$ cat src/include/sbc_mode_pkg.sv
// constants for the mode register global command decoder
package sbc_mode_pkg;
  localparam int          FRAME_BITS          = 16;
  localparam int          COUNT_BITS          = 5;
  localparam logic [4:0]  MODE_REG_ADDR       = 5'h0E;
  localparam logic [1:0]  GLOBAL_PLAIN_PREFIX = 2'h0;
  localparam logic [1:0]  GLOBAL_DEBUG_PREFIX = 2'h3;
  localparam logic [1:0]  WRITE_PREFIX        = 2'h1;
  localparam int          PREFIX_HI           = 15;
  localparam int          PREFIX_LO           = 14;
  localparam int          ADDR_HI             = 13;
  localparam int          ADDR_LO             = 9;
  localparam int          GLOBAL_MARK_BIT     = 8;
  localparam int          SAFE_OFF_BIT        = 7;
  localparam int          MODE_HI             = 7;
  localparam int          MODE_LO             = 3;
  localparam int          CODE_HI             = 2;
  localparam int          STATUS_HI           = 15;
  localparam int          STATUS_LO           = 8;
  localparam logic [6:0]  GLOBAL_TAIL         = 7'h00;
  localparam logic [4:0]  MODE_STARTUP        = 5'h00;
  localparam logic [4:0]  MODE_PROGRAMMING    = 5'h01;
  localparam logic [4:0]  MODE_NORMAL_REQUEST = 5'h02;
  localparam logic [4:0]  MODE_NORMAL         = 5'h03;
  localparam int          LOW_POWER_BIT       = 4;
  localparam logic [1:0]  SUPPLY_OFF_TAG      = 2'h1;
  localparam int          FORCED_WAKEUP_BIT   = 1;
  localparam int          CYCLIC_SENSE_BIT    = 0;
  localparam int          CYCLIC_SENSE_ON_BIT = 2;
  localparam int          FORCED_WAKEUP_ON_BIT = 3;
  localparam logic [2:0]  RANDOM_SEED         = 3'h5;
  localparam logic [2:0]  CODE_NONE           = 3'h0;
  localparam logic [15:0] REPLY_RESET         = 16'h0000;
endpackage : sbc_mode_pkg

$ cat src/include/random_code_if.sv
// carries the 3-bit random code from its generator to the decoder
`timescale 1ns/1ps
`default_nettype none
interface random_code_if;
  logic [2:0] code;
  modport producer (output code);
  modport consumer (input code);
endinterface : random_code_if
`default_nettype wire

$ cat src/core/random_code_gen.sv
// free-running 3-bit code generator feeding the random-code reads
`timescale 1ns/1ps
`default_nettype none
module random_code_gen
  import sbc_mode_pkg::*;
(
  input  wire logic       clock,
  input  wire logic       srst,
  random_code_if.producer out
);
  // steps every clock, so the value seen by a read depends on host timing
  always_ff @(posedge clock) begin
    if (srst) begin
      out.code <= RANDOM_SEED;
    end else begin
      out.code <= {out.code[1:0], out.code[2] ^ out.code[1]};
    end
  end
endmodule : random_code_gen
`default_nettype wire

$ cat src/core/sbc_mode_global_commands.sv
// spi decoder for the mode register and its global commands
// Operation
// - mode address in bits 13-9; bits 15-14, bit 8 and bit 7 pick the function
// - protected entry is selected only while in startup mode
// - in normal mode host reads random code with 0x1D00 or 0x1D80
// - random code is returned on reply bits 2, 1 and 0
// - protected low-power write carries inverted last random code in bits 2-0
// - unprotected 0x5C60 enters supply-off low power, no forced wakeup or sensing
// - 1D00 reports mode, leaves debug, safe output unchanged, returns code
// - 1D80 reports mode, switches safe output off, returns code
// - DD00 reports mode, leaves debug, bits 1 and 0 give safe and debug
// - DD80 reports mode, keeps debug, switches safe off, returns safe/debug
// - mode code in bits 7-3; leading one marks low power
// - bit 1 is safe driver on, bit 0 is debug active
// - write 0x5C10 wakes device from supply-on or supply-off low power
// - inverted random bits are optional, enabled beforehand in startup
`timescale 1ns/1ps
`default_nettype none
module sbc_mode_global_commands
  import sbc_mode_pkg::*;
(
  input  wire logic       clock,
  input  wire logic       srst,
  input  wire logic       spi_sclk,
  input  wire logic       spi_cs_n,
  input  wire logic       spi_mosi,
  input  wire logic [7:0] fixed_status,
  input  wire logic       protected_entry_select,
  input  wire logic       debug_strap,
  output logic            spi_miso,
  output logic [4:0]      current_mode,
  output logic            safe_output_on,
  output logic            debug_active,
  output logic            low_power_supply_off,
  output logic            forced_wakeup,
  output logic            cyclic_sense
);
  import sbc_mode_pkg::*;

  random_code_if code_bus ();

  random_code_gen code_gen (
    .clock (clock),
    .srst  (srst),
    .out   (code_bus.producer)
  );

  logic                  sclk_prev;
  logic                  cs_n_prev;
  logic [FRAME_BITS-1:0] shift_in;
  logic [FRAME_BITS-1:0] shift_out;
  logic [COUNT_BITS-1:0] bit_count;
  logic [FRAME_BITS-1:0] reply;
  logic [2:0]            last_code;
  logic                  protected_entry;
  logic                  strap_taken;

  logic       sclk_rise;
  logic       sclk_fall;
  logic       frame_start;
  logic       frame_done;
  logic [1:0] prefix;
  logic       addr_hit;
  logic       is_global;
  logic       is_read_plain;
  logic       is_read_debug;
  logic       is_write;
  logic       safe_off_req;
  logic [4:0] wr_mode;
  logic       wr_low_power;
  logic       wr_supply_off;
  logic       code_ok;

  assign sclk_rise   = spi_sclk && !sclk_prev && !spi_cs_n;
  assign sclk_fall   = !spi_sclk && sclk_prev && !spi_cs_n;
  assign frame_start = !spi_cs_n && cs_n_prev;
  // a frame counts only when the 5-bit count reads sixteen at close (16 or 48 clocks, as it wraps); others are dropped
  assign frame_done  = spi_cs_n && !cs_n_prev && (bit_count == COUNT_BITS'(FRAME_BITS));

  assign prefix        = shift_in[PREFIX_HI:PREFIX_LO];
  assign addr_hit      = shift_in[ADDR_HI:ADDR_LO] == MODE_REG_ADDR;
  assign is_global     = addr_hit && shift_in[GLOBAL_MARK_BIT]
                         && (shift_in[SAFE_OFF_BIT-1:0] == GLOBAL_TAIL);
  assign is_read_plain = is_global && (prefix == GLOBAL_PLAIN_PREFIX);
  assign is_read_debug = is_global && (prefix == GLOBAL_DEBUG_PREFIX);
  assign safe_off_req  = shift_in[SAFE_OFF_BIT];
  assign is_write      = addr_hit && (prefix == WRITE_PREFIX);
  assign wr_mode       = shift_in[MODE_HI:MODE_LO];
  // supply-off selections are written as 0 11xx, supply-on as 1 xxxx
  assign wr_supply_off = wr_mode[MODE_HI-MODE_LO -: 2] == SUPPLY_OFF_TAG
                         && wr_mode[CYCLIC_SENSE_ON_BIT]
                         && wr_mode[FORCED_WAKEUP_ON_BIT];
  assign wr_low_power  = wr_mode[LOW_POWER_BIT] || wr_supply_off;
  // held code, not the live one: the generator keeps stepping after the read
  assign code_ok       = !protected_entry
                         || (shift_in[CODE_HI:0] == ~last_code);

  always_ff @(posedge clock) begin
    if (srst) begin
      sclk_prev <= 1'b0;
      cs_n_prev <= 1'b1;
    end else begin
      sclk_prev <= spi_sclk;
      cs_n_prev <= spi_cs_n;
    end
  end

  // mode 0 framing: sample on rising sclk, msb first
  always_ff @(posedge clock) begin
    if (srst) begin
      shift_in  <= '0;
      bit_count <= '0;
    end else if (frame_start) begin
      bit_count <= '0;
    end else if (sclk_rise) begin
      shift_in  <= {shift_in[FRAME_BITS-2:0], spi_mosi};
      bit_count <= bit_count + COUNT_BITS'(1);
    end
  end

  // reply of one frame is shifted out during the next frame
  always_ff @(posedge clock) begin
    if (srst) begin
      shift_out <= REPLY_RESET;
      spi_miso  <= 1'b0;
    end else if (frame_start) begin
      shift_out <= {reply[FRAME_BITS-2:0], 1'b0};
      spi_miso  <= reply[FRAME_BITS-1];
    end else if (sclk_fall) begin
      shift_out <= {shift_out[FRAME_BITS-2:0], 1'b0};
      spi_miso  <= shift_out[FRAME_BITS-1];
    end
  end

  // reply samples the state held before this frame's own effects land
  always_ff @(posedge clock) begin
    if (srst) begin
      reply     <= REPLY_RESET;
      last_code <= CODE_NONE;
    end else if (frame_done) begin
      if (is_read_plain) begin
        reply     <= {fixed_status, current_mode, code_bus.code};
        if (current_mode == MODE_NORMAL) begin
          last_code <= code_bus.code;
        end
      end else if (is_read_debug) begin
        reply <= {fixed_status, current_mode, 1'b0,
                  safe_output_on, debug_active};
      end else begin
        reply <= {fixed_status, current_mode, CODE_NONE};
      end
    end
  end

  // option is only latched while still in startup mode
  always_ff @(posedge clock) begin
    if (srst) begin
      protected_entry <= 1'b0;
    end else if (current_mode == MODE_STARTUP) begin
      protected_entry <= protected_entry_select;
    end
  end

  // debug strap is caught on the first clock after reset release
  always_ff @(posedge clock) begin
    if (srst) begin
      strap_taken  <= 1'b0;
      debug_active <= 1'b0;
    end else if (!strap_taken) begin
      strap_taken  <= 1'b1;
      debug_active <= debug_strap;
    end else if (frame_done && is_global && !safe_off_req) begin
      debug_active <= 1'b0;
    end
  end

  always_ff @(posedge clock) begin
    if (srst) begin
      safe_output_on <= 1'b1;
    end else if (frame_done && is_global && safe_off_req) begin
      safe_output_on <= 1'b0;
    end
  end

  // wake-up flags are cleared by the wake request, so a stale flag cannot wake the device again outside
  always_ff @(posedge clock) begin
    if (srst) begin
      current_mode         <= MODE_STARTUP;
      low_power_supply_off <= 1'b0;
      forced_wakeup        <= 1'b0;
      cyclic_sense         <= 1'b0;
    end else if (frame_done && is_write) begin
      if (wr_low_power) begin
        if (code_ok && current_mode == MODE_NORMAL) begin
          current_mode         <= {1'b1, wr_mode[LOW_POWER_BIT-1:0]};
          low_power_supply_off <= wr_supply_off;
          forced_wakeup        <= wr_supply_off ? wr_mode[FORCED_WAKEUP_BIT]
                                                : wr_mode[FORCED_WAKEUP_ON_BIT];
          cyclic_sense         <= wr_supply_off ? wr_mode[CYCLIC_SENSE_BIT]
                                                : wr_mode[CYCLIC_SENSE_ON_BIT];
        end
      end else if (wr_mode == MODE_NORMAL_REQUEST) begin
        current_mode         <= MODE_NORMAL_REQUEST;
        low_power_supply_off <= 1'b0;
        forced_wakeup        <= 1'b0;
        cyclic_sense         <= 1'b0;
      // only a wake request leaves low power; other mode writes are refused there
      end else if (wr_mode == MODE_NORMAL || wr_mode == MODE_PROGRAMMING) begin
        if (!current_mode[LOW_POWER_BIT]) begin
          current_mode <= wr_mode;
        end
      end
    end
  end
endmodule : sbc_mode_global_commands
`default_nettype wire

$ cat config.mk
export PLATFORM = sky130hd
export DESIGN_NAME = sbc_mode_global_commands
export DESIGN_NICKNAME = d
export VERILOG_FILES = /design/src/include/sbc_mode_pkg.sv /design/src/include/random_code_if.sv /design/src/core/random_code_gen.sv /design/src/core/sbc_mode_global_commands.sv
export SDC_FILE = /design/constraint.sdc
export NUM_CORES = 1
export LEC_CHECK = 0
export ABC_AREA = 1
export BUFFER_PORTS_ARGS = -buffer_cell sky130_fd_sc_hd__clkbuf_2
export CAP_MARGIN = 40
export CORE_MARGIN = 2
export CORE_UTILIZATION = 44
export CTS_CLUSTER_SIZE = 12
export DETAILED_ROUTE_END_ITERATION = 12
export GPL_TIMING_DRIVEN = 1
export SLEW_MARGIN = 20
export SYNTH_ARGS = -nofsm -noshare
export SYNTH_HDL_FRONTEND = slang
export SYNTH_SLANG_ARGS = --single-unit
$ cat constraint.sdc
create_clock -name clock -period 3 [get_ports clock]
set_clock_uncertainty 0.2 [all_clocks]
set_input_delay 0.3 -clock clock [delete_from_list [all_inputs] [get_ports clock]]
set_output_delay 0.3 -clock clock [all_outputs]
set_load 0.1 [all_outputs]
==> results by group <==
Setup path
  • Crit start category: register
  • Worst path arrival time: 2.27 ns
  • Critical path class: reg -> reg
  • CP Max Fanout: 22
  • Critical Path RT: 3.06 ns
  • Crit end category: register

Run status
  • Status: finished clean

STA
  • Worst Max-Slew Pin Slew: 0.5445 ns
  • Endpoints failing setup: 0
  • Slew headroom: 0.6386
  • Minimum clock period: 2.206 ns
  • Tcrit/Tclk final: 0.7354
  • RSZ-0062 raised after global routing: no
  • Max frequency: between 400 and 500 MHz
  • Slew Limit Fails: 0
  • Setup ws final: 0.7939 ns
  • Setup_tns: 0 ns
  • Hold Fails Final Rpt: 0

Final layout
  • Layout cell share with drive strength beyond 1: 0.1351
  • Number of diodes: 0
  • Fill cells: 715
  • Multi-input logic area: 0.001391 mm²
  • Area Growth Syn to Fin: 12.74%
  • Register Area: 0.001461 mm²
  • Final Non-Filler Cells: 555
  • Design area: 0.003565 mm²
  • Nets: 471

Logic synthesis
  • Post-synth ARST share: 0
  • Area share of the largest cell type after synthesis: 0.4622
  • Ranking of synthesized cells by area: dfxtp_1, nand2_1, a21oi_1
  • Count of mapped cells out of synthesis: 430
  • Most numerous cell in the Yosys netlist: nand2_1
  • Post-Syn Area: around 0.0032 mm²
  • Yosys reg bits: between 70 and 80
  • Post-synthesis sequential area ratio: 0.4622
  • Ys flop type: dfxtp_1
  • Post-synth top area cell: dfxtp_1
  • Synth top cells by count: nand2_1, dfxtp_1, inv_1
  • Post-synth EDFFs: 0
  • Mean Syn Cell Area: 7.353 µm²
  • Synthesized net count: about 450
  • Synth unique cells: 29
  • Ys Warns: 0

Die
  • Die footprint: 0.007880 mm²
  • Standard-cell rows: 30
  • Io pins: 26
  • Core box area: around 0.0069 mm²
  • Starting Density: 0.4603
  • Die height: 88.77 µm
  • Die W: roughly 90 µm

Detailed routing
  • Number of remaining DRC errors: 0
  • Vias: approximately 2,700
  • Number of routed nets with antenna violations: 0
  • TritonRoute pass-1 iters: 4
  • WL final: 6.638 mm
  • Initial DRC Count: 115
  • Met3 WL: 195 µm
  • M1 WL: 3.407 mm
  • Vias per inst: 4.908
  • Met2 WL post-DR: 2.918 mm
  • Per-cell routed wire length: 11.96 µm
  • Uppermost routed layer: met4

Place
  • GP Congestion: 0.8445
  • Pre-CTS setup slack: 0.7143 ns
  • Placed Cells: 536
  • Detail Placement HPWL: 4.532 mm
  • Post-place instance area: 0.003339 mm²
  • I/O Buffers: 25

Global route
  • Total GRT Usage: 0.1855
  • Initial antenna violation count: 0
  • Vias in the first global route: 2,468
  • Largest net degree at the start of global routing: 42
  • Total grt overflow: 0
  • Global-route wire length before repair: 11.34 mm

Power and ir drop
  • Combinational power share: 0.072
  • Internal cell power: between 1000 and 1500 µW
  • Sw Pwr: 494.9 µW
  • Maximum vdd ir drop: 201.1 µV
  • Power density over the cells: 538.5 mW/mm²
  • Clock power share: 0.400
  • Leakage: about 0.0015 µW
  • Sw Ratio: 0.2578
  • Sequential power share: 0.528

Clock tree
  • Worst-skew pair later-pin latency: roughly 0.35 ns
  • Htree depth: 3
  • Num CTS Buffers: 9
  • Clock Pin Slew Worst Setup and Hold Paths: 0.08 ns
  • CTS root buffer: clkbuf_8
  • Post-CTS Setup Inserts: 0
  • CTS tree: yes
  • CTS sink cnt: 73
  • CTS Buffer Depth: 2

Flow run
  • Max-cap violations: 0

Worst hold path
  • Hold Path Class: in -> reg
-- what timing repair did --
item | 4_1_cts | 5_1_grt
gates resized for setup | 0 | 0
hold buffers | 3 | 0
hold endpoints to repair | 3 | 0
-- state kept, by name, summed over array words and instances (netlist names) --
register and cells:
strap_taken 1, bit_count 5, forced_wakeup 1, protected_entry 1, low_power_supply_off 1, current_mode 5, shift_out 15, safe_output_on 1
reply 16, code_gen.out.code 3, cs_n_prev 1, spi_miso 1, debug_active 1, cyclic_sense 1, sclk_prev 1, last_code 3
shift_in 16
-- final timing paths --
check	slack [ns]	depth (start not counted)	startpoint	endpoint
min reg2reg	0.23	1	strap_taken	debug_active
max reg2reg	0.79	7	cs_n_prev	shift_out[9]
min	0.03	3	fixed_status[2]	reply[10]
max	0.79	7	cs_n_prev	shift_out[9]
-- stage by stage --
stage	total power [µW]	utilization	hold WS (ns)
3_5_place_dp	1172	0.4862	0.2196
4_1_cts	1938	0.5189	0.01632
6_report	1920	0.5189	0.02502
3_3_place_gp	1169	0.4862	0.2157
2_1_floorplan	1138	-	0.1966
5_1_grt	2008	0.5189	0.02747
-- critical path: stages (launching register included) --
cell and delay [ns]:
dfxtp_1 0.33, inv_1 0.08, nor2_4 0.33, inv_2 0.26, nand2_1 0.38, buf_4 0.29
nor2_1 0.05, a311oi_1 0.20
-- power by group through the flow --
stage	logic (µW)	clock network, µW	registers [µW]
after floorplan	92.1	0	1050
after global placement	133	0	1040
after detailed placement	136	0	1040
after CTS	140	784	1010
after global routing	158	833	1020
final	139	767	1010
-- cells in the final DEF (no fill, tap or decap), drive strengths merged --
cell	count
nor2	54
nand3	17
buf	3
dfxtp	73
dlygate4sd3	3
nand4	8
nand3b	2
nor3	1
bufinv	1
clkbuf	34
inv	57
clkinv	7
ha	2
nand2	99
a22oi	2
o21ai	39
a311oi	14
a21oi	41
nor4	1
a31oi	1
-- cells by family (layout without fill, tap and decap cells) --
group | after synthesis | count (layout) | synth area share
AOI/OAI and AO/OA | 97 | 97 | 0.1721
buffers and inverters | 76 | 105 | 0.09774
and+or+nand+nor | 182 | 182 | 0.2600
adders and majority gates | 2 | 2 | 0.007913
DFF | 73 | 73 | 0.4622
-- area by class of cell --
class | count | area share
clock buffer | 9 | 0.03475
clock inverter | 7 | 0.02001
inverter | 58 | 0.06143
multi-input combinational | 281 | 0.3903
sequential | 73 | 0.4100
tap | 96 | 0.03370
timing repair buffer | 31 | 0.04984
-- per-layer routing --
layer,up-vias,track usage
li1,1455,-
met1,1219,0.2560
met2,38,0.2788
met3,12,0.04571
met4,0,0.07300
met5,-,0
Note: power is estimated with default switching activity, not from simulation.
